$ cat src/rtl/fsdma_pkg.sv
// Constants, types and helpers for the four-stream DMA controller.
// Assumes one clock domain and a 16-bit register port.
package fsdma_pkg;
    localparam int NSTR = 4;
    localparam int FIFO_DEPTH = 16;
    localparam logic [6:0] FIFO_BYTES = 7'h40;
    localparam logic [1:0] CTRL_ID_DEF = 2'h0;
    localparam logic [1:0] RR_LAST_RST = 2'h3;
    // Register index = byte offset / 4 inside a stream block
    localparam logic [3:0] REG_SRCL = 4'h0;
    localparam logic [3:0] REG_SRCH = 4'h1;
    localparam logic [3:0] REG_DSTL = 4'h2;
    localparam logic [3:0] REG_DSTH = 4'h3;
    localparam logic [3:0] REG_MAX = 4'h4;
    localparam logic [3:0] REG_CTRL = 4'h5;
    localparam logic [3:0] REG_TC = 4'h6;
    localparam logic [3:0] REG_STATUS = 4'h0;
    localparam logic [2:0] BLK_GLOBAL = 3'h4;
    // Control word fields
    localparam int CB_EN = 0;
    localparam int CB_SOINC = 1;
    localparam int CB_DEINC = 2;
    localparam int CB_SOSZ = 3;
    localparam int CB_BURST = 5;
    localparam int CB_DESZ = 7;
    localparam int CB_CIRC = 9;
    localparam int CB_DIR = 13;
    localparam int CB_MCOPY = 14;
    localparam logic [15:0] CTRL_RST = 16'h0000;

    typedef enum logic [3:0] {
        ST_IDLE = 4'h1,
        ST_RD = 4'h2,
        ST_GAP = 4'h4,
        ST_WR = 4'h8
    } fsdma_state_e;

    typedef struct packed {
        logic [31:0] addr;
        logic [31:0] wdata;
        logic [3:0] be;
        logic rd;
        logic wr;
    } fsdma_bus_s;

    function automatic logic [2:0] fsdma_unit_bytes(input logic [1:0] code);
        unique case (code)
            2'h0: fsdma_unit_bytes = 3'h1;
            2'h1: fsdma_unit_bytes = 3'h2;
            default: fsdma_unit_bytes = 3'h4;
        endcase
    endfunction

    function automatic logic [4:0] fsdma_burst_units(input logic [1:0] code);
        unique case (code)
            2'h0: fsdma_burst_units = 5'h01;
            2'h1: fsdma_burst_units = 5'h04;
            2'h2: fsdma_burst_units = 5'h08;
            default: fsdma_burst_units = 5'h10;
        endcase
    endfunction
endpackage

$ cat src/rtl/fsdma_top.sv
// Four-stream DMA controller: stream registers, shared packing FIFO,
// burst engine and the round-robin bus arbiter among four controllers.
// Assumes requests, peer bus requests and the bus answer share mclk.
`timescale 1ns/100ps
`default_nettype none

module fsdma_top #(
    parameter logic [1:0] CTRL_ID = fsdma_pkg::CTRL_ID_DEF
) (
    input wire logic mclk, // System clock
    input wire logic rst_n, // Async reset, active low
    input wire logic [8:0] reg_addr, // Register byte address
    input wire logic [15:0] reg_wdata, // Register write data
    input wire logic reg_wr, // Register write strobe
    input wire logic reg_rd, // Register read strobe
    output logic [15:0] reg_rdata, // Read data, cycle after strobe
    input wire logic [3:0] periph_req, // Peripheral request levels
    input wire logic [3:0] peer_bus_req, // Bus requests of the other controllers; own bit unused
    output logic [3:0] bus_gnt, // Arbiter grant, one-hot
    output logic bus_req, // This controller wants the bus
    output fsdma_pkg::fsdma_bus_s bus_out, // Bus command
    input wire logic bus_ack, // Beat accepted or data valid
    input wire logic [31:0] bus_rdata, // Read data with ack
    output logic irq // Completion interrupt
);
    logic [15:0] srcl_reg [fsdma_pkg::NSTR];
    logic [15:0] srch_reg [fsdma_pkg::NSTR];
    logic [15:0] dstl_reg [fsdma_pkg::NSTR];
    logic [15:0] dsth_reg [fsdma_pkg::NSTR];
    logic [15:0] max_reg [fsdma_pkg::NSTR];
    logic [15:0] ctrl_reg [fsdma_pkg::NSTR];
    logic [15:0] tc_reg [fsdma_pkg::NSTR];
    logic [31:0] scur_reg [fsdma_pkg::NSTR];
    logic [31:0] dcur_reg [fsdma_pkg::NSTR];
    logic [31:0] fifo_mem [fsdma_pkg::FIFO_DEPTH];
    logic [5:0] wp_reg, rp_reg, rbase;
    logic [6:0] fill_reg, fill_av, rd_need, wr_need, free_b;
    fsdma_pkg::fsdma_state_e st_reg;
    fsdma_pkg::fsdma_bus_s bus_reg;
    logic [1:0] cur_reg, pick, sel, last_reg, rr_idx;
    logic [4:0] beat_reg, blen;
    logic [2:0] wnb_reg, ssz, dsz, nb;
    logic [3:0] flag_reg, flag_next, gnt_reg, arb_req, pending, req_eff;
    logic [15:0] rdata_reg, rd_mux, cc, tcc, ld_max;
    logic irq_reg, bus_req_reg, rr_hit, grant, flush, can_rd, can_wr;
    logic push, pop, done, sw_stream, en_load;
    logic [31:0] s_next, d_next, d_addr, rx_word, tx_word;
    logic [5:0] wpos [4];
    logic [5:0] rpos [4];
    logic [1:0] sw_s;

    assign sw_s = reg_addr[7:6];
    // Upper half of the map holds only status; stream writes there would alias
    assign sw_stream = reg_wr && reg_addr[8] == 1'b0;
    assign ld_max = max_reg[sw_s];
    assign en_load = sw_stream && reg_addr[5:2] == fsdma_pkg::REG_CTRL
        && reg_wdata[fsdma_pkg::CB_EN] && !ctrl_reg[sw_s][fsdma_pkg::CB_EN];

    assign cc = ctrl_reg[cur_reg];
    assign tcc = tc_reg[cur_reg];
    assign ssz = fsdma_pkg::fsdma_unit_bytes(cc[fsdma_pkg::CB_SOSZ+:2]);
    assign dsz = fsdma_pkg::fsdma_unit_bytes(cc[fsdma_pkg::CB_DESZ+:2]);
    assign blen = fsdma_pkg::fsdma_burst_units(cc[fsdma_pkg::CB_BURST+:2]);
    assign rd_need = 7'(blen * ssz);
    assign wr_need = 7'(blen * dsz);
    assign free_b = fsdma_pkg::FIFO_BYTES - fill_reg;
    // Disable or zero count drains whatever is left, even a partial unit
    assign flush = !cc[fsdma_pkg::CB_EN] || tcc == 16'h0000;
    // Request 0 side: room for one source burst
    assign can_rd = cc[fsdma_pkg::CB_EN] && tcc != 16'h0000 && free_b >= rd_need;
    // Request 1 side: a full burst or a flush
    assign can_wr = fill_reg >= wr_need || (flush && fill_reg != 7'h00);

    assign push = st_reg == fsdma_pkg::ST_RD && bus_reg.rd && bus_ack;
    assign pop = st_reg == fsdma_pkg::ST_WR && bus_reg.wr && bus_ack;
    assign fill_av = pop ? fill_reg - 7'(wnb_reg) : fill_reg;
    assign rbase = pop ? rp_reg + 6'(wnb_reg) : rp_reg;
    assign nb = (flush && fill_av < 7'(dsz)) ? fill_av[2:0] : dsz;
    // Peripherals are plain addresses; increment is per stream
    assign s_next = scur_reg[cur_reg] + (cc[fsdma_pkg::CB_SOINC] ? 32'(ssz) : 32'h0);
    assign d_next = dcur_reg[cur_reg] + (cc[fsdma_pkg::CB_DEINC] ? 32'(wnb_reg) : 32'h0);
    assign d_addr = pop ? d_next : dcur_reg[cur_reg];
    // Lowest address lane is least significant byte
    assign rx_word = bus_rdata >> {bus_reg.addr[1:0], 3'h0};

    always_comb
    begin
        tx_word = 32'h0;
        for (int i = 0; i < 4; i++)
        begin
            wpos[i] = wp_reg + 6'(i);
            rpos[i] = rbase + 6'(i);
            tx_word[8*i+:8] = fifo_mem[rpos[i][5:2]][{rpos[i][1:0], 3'h0}+:8];
        end
    end

    // Copy mode replaces the stream 3 pin with internal requests
    always_comb
    begin
        req_eff = periph_req;
        if (ctrl_reg[3][fsdma_pkg::CB_MCOPY])
            req_eff[3] = 1'b1;
        for (int i = 0; i < fsdma_pkg::NSTR; i++)
            pending[i] = ctrl_reg[i][fsdma_pkg::CB_EN]
                && (req_eff[i] || tc_reg[i] == 16'h0000);
    end

    always_comb
    begin
        pick = cur_reg;
        for (int i = fsdma_pkg::NSTR - 1; i >= 0; i--)
            if (pending[i])
                pick = 2'(i);
    end

    // FIFO stays with one stream until it is empty
    assign sel = (fill_reg != 7'h00) ? cur_reg : pick;
    // Zero count and drained FIFO ends the transfer
    assign done = st_reg == fsdma_pkg::ST_IDLE && sel == cur_reg
        && cc[fsdma_pkg::CB_EN] && tcc == 16'h0000 && fill_reg == 7'h00;
    assign grant = gnt_reg[CTRL_ID];

    // Search from last user plus one, wrapping
    always_comb
    begin
        arb_req = peer_bus_req;
        arb_req[CTRL_ID] = bus_req_reg;
        rr_hit = 1'b0;
        rr_idx = last_reg;
        for (int k = 1; k <= 4; k++)
            if (!rr_hit && arb_req[2'(last_reg + 2'(k))])
            begin
                rr_hit = 1'b1;
                rr_idx = 2'(last_reg + 2'(k));
            end
    end

    // Last user starts as controller 3
    always_ff @(posedge mclk or negedge rst_n)
    begin
        if (!rst_n)
        begin
            gnt_reg <= 4'h0;
            last_reg <= fsdma_pkg::RR_LAST_RST;
        end
        // Owner keeps the bus while it still asks
        else if ((gnt_reg & arb_req) == 4'h0)
        begin
            gnt_reg <= rr_hit ? 4'(4'h1 << rr_idx) : 4'h0;
            if (rr_hit)
                last_reg <= rr_idx;
        end
    end

    // Stream registers, written by software and by the engine
    always_ff @(posedge mclk or negedge rst_n)
    begin
        if (!rst_n)
        begin
            for (int i = 0; i < fsdma_pkg::NSTR; i++)
            begin
                srcl_reg[i] <= 16'h0;
                srch_reg[i] <= 16'h0;
                dstl_reg[i] <= 16'h0;
                dsth_reg[i] <= 16'h0;
                max_reg[i] <= 16'h0;
                ctrl_reg[i] <= fsdma_pkg::CTRL_RST;
                tc_reg[i] <= 16'h0;
                scur_reg[i] <= 32'h0;
                dcur_reg[i] <= 32'h0;
            end
        end
        else
        begin
            // Count falls by one source unit
            if (push)
            begin
                tc_reg[cur_reg] <= tcc - 16'h1;
                scur_reg[cur_reg] <= s_next;
            end
            if (pop)
                dcur_reg[cur_reg] <= d_next;
            if (done)
                ctrl_reg[cur_reg][fsdma_pkg::CB_EN] <= 1'b0;
            // Software after hardware: a re-enable beats the clear
            if (sw_stream)
                unique case (reg_addr[5:2])
                    fsdma_pkg::REG_SRCL: srcl_reg[sw_s] <= reg_wdata;
                    fsdma_pkg::REG_SRCH: srch_reg[sw_s] <= reg_wdata;
                    fsdma_pkg::REG_DSTL: dstl_reg[sw_s] <= reg_wdata;
                    fsdma_pkg::REG_DSTH: dsth_reg[sw_s] <= reg_wdata;
                    fsdma_pkg::REG_MAX: max_reg[sw_s] <= reg_wdata;
                    fsdma_pkg::REG_CTRL: ctrl_reg[sw_s] <= reg_wdata;
                    default: ;
                endcase
            // Enable loads count and start addresses
            if (en_load)
            begin
                tc_reg[sw_s] <= ld_max;
                scur_reg[sw_s] <= {srch_reg[sw_s], srcl_reg[sw_s]};
                dcur_reg[sw_s] <= {dsth_reg[sw_s], dstl_reg[sw_s]};
            end
        end
    end

    // Byte-granular pack on push, unpack on pop
    always_ff @(posedge mclk)
    begin
        for (int i = 0; i < 4; i++)
            if (push && 3'(i) < ssz)
                fifo_mem[wpos[i][5:2]][{wpos[i][1:0], 3'h0}+:8] <= rx_word[8*i+:8];
    end

    always_ff @(posedge mclk or negedge rst_n)
    begin
        if (!rst_n)
        begin
            wp_reg <= 6'h0;
            rp_reg <= 6'h0;
            fill_reg <= 7'h0;
        end
        else
        begin
            if (push)
                wp_reg <= wp_reg + 6'(ssz);
            rp_reg <= rbase;
            fill_reg <= fill_av + (push ? 7'(ssz) : 7'h0);
        end
    end

    // Burst engine: read burst, gap, write burst
    always_ff @(posedge mclk or negedge rst_n)
    begin
        if (!rst_n)
        begin
            st_reg <= fsdma_pkg::ST_IDLE;
            cur_reg <= 2'h0;
            beat_reg <= 5'h0;
            wnb_reg <= 3'h0;
            bus_reg <= '0;
            bus_req_reg <= 1'b0;
        end
        else
        begin
            unique case (st_reg)
                fsdma_pkg::ST_IDLE:
                begin
                    if (sel != cur_reg)
                        cur_reg <= sel;
                    // Request with room starts a read burst
                    else if (!done && req_eff[cur_reg] && can_rd)
                    begin
                        st_reg <= fsdma_pkg::ST_RD;
                        beat_reg <= (tcc < 16'(blen)) ? tcc[4:0] : blen;
                        bus_req_reg <= 1'b1;
                    end
                    else if (!done && can_wr && (req_eff[cur_reg] || flush))
                    begin
                        st_reg <= fsdma_pkg::ST_WR;
                        beat_reg <= blen;
                        bus_req_reg <= 1'b1;
                    end
                end
                fsdma_pkg::ST_RD:
                begin
                    if (!bus_reg.rd)
                    begin
                        if (grant)
                        begin
                            bus_reg.rd <= 1'b1;
                            bus_reg.addr <= scur_reg[cur_reg];
                            bus_reg.be <= 4'hf;
                        end
                    end
                    else if (bus_ack)
                    begin
                        beat_reg <= beat_reg - 5'h1;
                        bus_reg.addr <= s_next;
                        if (beat_reg == 5'h1)
                        begin
                            bus_reg.rd <= 1'b0;
                            bus_req_reg <= 1'b0;
                            st_reg <= fsdma_pkg::ST_GAP;
                        end
                    end
                end
                // Single latency cycle before the write phase
                fsdma_pkg::ST_GAP:
                begin
                    st_reg <= can_wr ? fsdma_pkg::ST_WR : fsdma_pkg::ST_IDLE;
                    bus_req_reg <= can_wr;
                    beat_reg <= blen;
                end
                fsdma_pkg::ST_WR:
                begin
                    if (!bus_reg.wr || bus_ack)
                    begin
                        if (bus_reg.wr)
                            beat_reg <= beat_reg - 5'h1;
                        if ((bus_reg.wr && beat_reg == 5'h1) || fill_av == 7'h0)
                        begin
                            bus_reg.wr <= 1'b0;
                            bus_req_reg <= 1'b0;
                            st_reg <= fsdma_pkg::ST_IDLE;
                        end
                        // Unit placed on its address lanes
                        else if (grant)
                        begin
                            bus_reg.wr <= 1'b1;
                            bus_reg.addr <= d_addr;
                            bus_reg.wdata <= tx_word << {d_addr[1:0], 3'h0};
                            bus_reg.be <= 4'(((5'h1 << nb) - 5'h1) << d_addr[1:0]);
                            wnb_reg <= nb;
                        end
                    end
                end
                default: st_reg <= fsdma_pkg::ST_IDLE;
            endcase
        end
    end

    // Flag set wins over a write-one clear
    always_comb
    begin
        flag_next = flag_reg;
        if (reg_wr && reg_addr[8:6] == fsdma_pkg::BLK_GLOBAL
            && reg_addr[5:2] == fsdma_pkg::REG_STATUS)
            flag_next = flag_next & ~reg_wdata[3:0];
        if (done)
            flag_next[cur_reg] = 1'b1;
    end

    always_ff @(posedge mclk or negedge rst_n)
    begin
        if (!rst_n)
        begin
            flag_reg <= 4'h0;
            irq_reg <= 1'b0;
        end
        else
        begin
            flag_reg <= flag_next;
            // Interrupt is the OR of the flags
            irq_reg <= |flag_next;
        end
    end

    always_comb
    begin
        rd_mux = 16'h0;
        if (reg_addr[8:6] == fsdma_pkg::BLK_GLOBAL)
        begin
            if (reg_addr[5:2] == fsdma_pkg::REG_STATUS)
                rd_mux = {12'h0, flag_reg};
        end
        else if (reg_addr[8] == 1'b0)
            unique case (reg_addr[5:2])
                fsdma_pkg::REG_SRCL: rd_mux = srcl_reg[sw_s];
                fsdma_pkg::REG_SRCH: rd_mux = srch_reg[sw_s];
                fsdma_pkg::REG_DSTL: rd_mux = dstl_reg[sw_s];
                fsdma_pkg::REG_DSTH: rd_mux = dsth_reg[sw_s];
                fsdma_pkg::REG_MAX: rd_mux = max_reg[sw_s];
                fsdma_pkg::REG_CTRL: rd_mux = ctrl_reg[sw_s];
                fsdma_pkg::REG_TC: rd_mux = tc_reg[sw_s];
                default: rd_mux = 16'h0;
            endcase
    end

    always_ff @(posedge mclk or negedge rst_n)
    begin
        if (!rst_n)
            rdata_reg <= 16'h0;
        else
            rdata_reg <= reg_rd ? rd_mux : 16'h0;
    end

    assign reg_rdata = rdata_reg;
    assign bus_gnt = gnt_reg;
    assign bus_req = bus_req_reg;
    assign bus_out = bus_reg;
    assign irq = irq_reg;
endmodule
`default_nettype wire

$ cat config.mk
export PLATFORM = sky130hd
export DESIGN_NAME = fsdma_top
export DESIGN_NICKNAME = d
export VERILOG_FILES = /design/src/rtl/fsdma_pkg.sv /design/src/rtl/fsdma_top.sv
export SDC_FILE = /design/constraint.sdc
export NUM_CORES = 2
export LEC_CHECK = 0
export BUFFER_PORTS_ARGS = -buffer_cell sky130_fd_sc_hd__buf_2
export CAP_MARGIN = 0
export CORE_MARGIN = 2
export CORE_UTILIZATION = 40
export CTS_CLUSTER_SIZE = 20
export DETAILED_ROUTE_END_ITERATION = 10
export SLEW_MARGIN = 20
export SYNTH_ARGS = -nofsm -noshare
export SYNTH_HDL_FRONTEND = slang
export SYNTH_SLANG_ARGS = --single-unit
$ cat constraint.sdc
create_clock -name mclk -period 8.95 [get_ports mclk]
set_input_delay 1.3425 -clock mclk [delete_from_list [all_inputs] [get_ports mclk]]
set_output_delay 1.3425 -clock mclk [all_outputs]
set_load 0.1 [all_outputs]
==> flow_metrics.env <==
export IMPL_netlist_instances=10700
export IMPL_cp_data_arrival_time_ns=8.02
export IMPL_final_min_clock_period_ns=7.33
export IMPL_fin_crit_sh_pct=81.9
export IMPL_grt_util_all_layers_pct=41.7
export IMPL_r2r_worst_path_cells=15
export IMPL_final_max_tran_viols=0
export IMPL_power_density_nw_per_um2=315
export IMPL_syn_nets=10800
export IMPL_cts_made_buffers=164
export IMPL_holdWs_ns=0.454
export IMPL_synth_cell_type_count=103
export IMPL_finalSetupViolCount=0
export IMPL_syn_avg_cell_area_um2=9.04
export IMPL_hold_viol=0
export IMPL_synthesis_area_um2=96400
export IMPL_antenna_left=0
export IMPL_synth_adder_area_share_pct=1.11
export IMPL_clock_skew_ns=0.0992
export IMPL_cts_root_to_sink_buffers=3
export IMPL_synth_compound_area_share_pct=18.7
export IMPL_required_ns=9.63
export IMPL_path_clk_slew_ns=0.06
export IMPL_rsz0062_at_grt="no"
export IMPL_p_total_mw=33.7
export IMPL_post_place_ws_ns=1.43
export IMPL_slew_at_the_pin_closest_to_its_max_slew_limit_ns=1.32
export IMPL_synth_mux_area_fraction_pct=20.3
export IMPL_slew_headroom_pct=11.9
export IMPL_maxClockFrequency_ghz=0.136
export IMPL_r2r_setup_slk_ns=1.62
export IMPL_vias_per_cell=6.84
export IMPL_grt_first_pass_wirelength_um=713000
export IMPL_synth_edff_count=512
export IMPL_maximum_resistive_drop_on_vdd_mv=0.450
export IMPL_drive_above_1_share_pct=17.5
export IMPL_main_flop_type_after_synthesis="dfrtp_1"
export IMPL_global_route_overflow_total=0
export IMPL_route_detailed_wl_per_inst_um=37.9
export IMPL_place_detailed_hpwl_um=383000
export IMPL_remaining_design_rule_violation_count=0
export IMPL_post_cts_resized_instances=0
export IMPL_crit_path_end_kind="flip-flop"
export IMPL_largest_reg_flops=512
export IMPL_via_count_of_the_first_global_routing_pass=86000
export IMPL_detailroute_via_count=94300
export IMPL_yosys_warns=0
export IMPL_die_height_um=495
export IMPL_fin_setup_tns_ns=0
export IMPL_floorplan_initialDensity_pct=40.1
export IMPL_synth_top_area_share_pct=21.6
export IMPL_initial_drc_count=15000
export IMPL_cp_start_kind="flip-flop"
export IMPL_clock_sinks=1347
export IMPL_grt_start_max_net_pins=197
export IMPL_p_leak_nw=39.2
export IMPL_finalNetCount=10600
export IMPL_clock_root_buffer="clkbuf_16"
export IMPL_drv_max_cap_violation_count=0
export IMPL_tritoncts_clock_tree="done"
export IMPL_ys_seq_elements=1347
export IMPL_cts_hold_buf=0
export IMPL_clkLatencyLatePin_ns=0.89
export IMPL_grt_antenna_before_repair=41
export IMPL_placementRows=180
export IMPL_synth_async_sr_flop_share_pct=62.0
export IMPL_timing_worst_setup_path_type="flip-flop to flip-flop"
export IMPL_n_fill_cell=23000
export IMPL_crit_path_max_fanout=51
export IMPL_area_delta_synth_final_pct=11.0
export IMPL_synth_top_family_by_area="multiplexers"
export IMPL_ios=162
export IMPL_post_synth_main_area_contributors="dfrtp_1 (22%), edfxtp_1 (16%), mux4_2 (12%), nand2_1 (9.6%), o21ai_0 (7.5%)"
export IMPL_synth_xor_area_share_pct=1.52
export IMPL_h_tree_level_count=4
export IMPL_postCtsSetupBuffers=0
export IMPL_r2r_end="bus_out[31]"
export IMPL_min_path_type="input pin to asynchronous set/reset pin"
export IMPL_run_status="complete, no violations"
export IMPL_core_region_area_um2=240000
export IMPL_yosys_area_share_simple_pct=16.8
export IMPL_r2r_start="st_reg[1]"
export IMPL_routabilityCongestion=1.14
export IMPL_die_width_um=495
export IMPL_final_area_um2=107000
export IMPL_finalWirelength_um=523000
export IMPL_port_buffer_count=158
export IMPL_synth_seq_area_share_pct=37.6
export IMPL_dr_pass1_iterations=9
export IMPL_fin_ws_ns=1.62
export IMPL_dieArea_um2=245000
export IMPL_synth_top_cell_by_area="dfrtp_1"
export IMPL_placement_cell_area_um2=101000
==> Yosys cell counts (72+ instances only) <==
master and count:
a211oi_1 93, a21oi_1 360, buf_1 81, buf_2 97, clkbuf_1 676, dfrtp_1 832, edfxtp_1 512, mux2_2 396
mux2i_1 348, mux4_2 516, nand2_1 2477, nand3_1 246, nor2_1 702, nor3_1 79, o211ai_1 601, o21ai_0 1436
xnor2_1 93, xor2_1 72
==> cells in the final DEF (no fill, tap or decap), types with 82 or more instances in the layout <==
cell / instances
dfrtp_1: 828
mux4_2: 516
buf_2: 155
mux2i_1: 347
xnor2_1: 82
mux2_2: 396
a21oi_1: 356
o21ai_0: 1435
clkbuf_16: 167
nand2_1: 2464
edfxtp_1: 512
o211ai_1: 601
nor2_1: 648
a211oi_1: 93
nand3_1: 241
buf_4: 303
==> power breakdown <==
group	switching (mW)	total [mW]	internal, mW
Clock	3.07	7.15	4.08
Combinational	13.4	19.3	5.91
Sequential	0.380	7.25	6.87
Total	16.8	33.7	16.9
==> kinds of logic after synthesis <==
group | Yosys count
xor+xnor | 166
mux | 1261
simple gates | 3894
compound gates | 2968
buf+inv | 947
flops | 1347
fa+ha+maj | 80
==> area by class of cell <==
cell class              instances  area [um^2]  share of cell area (%)
multi-input cells            8369        57000                    53.3
flip-flops and latches       1347        36300                    33.9
clock buffers                 225         4620                    4.32
well taps                    3185         3990                    3.73
repair buffers                488         3630                    3.40
clock inverters                80         1130                    1.05
inverters                      65          251                   0.235
diodes                         25         62.6                  0.0585
==> metrics by stage <==
stage	std cells	util, %
floorplan	10700	-
global placement	13400	42.0
detailed placement	13400	42.1
CTS	13800	44.4
global route	13800	44.5
finish	13800	44.6
==> layer usage <==
layer  part of all wire (%)  vias up  wire [um]  GRT usage [%]
met5                  0.041        -        212              0
met1                     37    46600     195000           53.1
met4                    8.4       28      43600           27.3
met2                     41     7156     215000           59.3
li1                       -    38900          -              -
met3                     13     1674      68600           15.0
==> critical path: stages (launching register included) <==
cell       delay (ns)
dfrtp_1          0.47
nor4b_4          1.06
and3_1           0.34
or2_2            0.22
clkinv_1         0.50
ha_1             0.48
a21o_1           0.23
a2111oi_0        0.50
a211oi_2         0.24
xnor2_2          0.31
buf_12           0.38
mux4_2           0.46
mux2i_1          0.82
a311oi_1         0.50
a221oi_1         0.36
nand4_1          0.12
==> how the worst max path moves through the flow <==
| stage | slack (ns) | to | from |
|---|---|---|---|
| 3_5_place_dp | 1.43 | bus_out[35] | bus_ack |
| 3_3_place_gp | 1.45 | bus_out[35] | bus_ack |
| 5_1_grt | 1.71 | bus_out[31] | st_reg[1] |
| 2_1_floorplan | 2.50 | bus_out[24] | bus_ack |
| 4_1_cts | 2.00 | bus_out[35] | st_reg[1] |
| 6_report | 1.62 | bus_out[31] | st_reg[1] |
(Power assumes the default switching activity.)
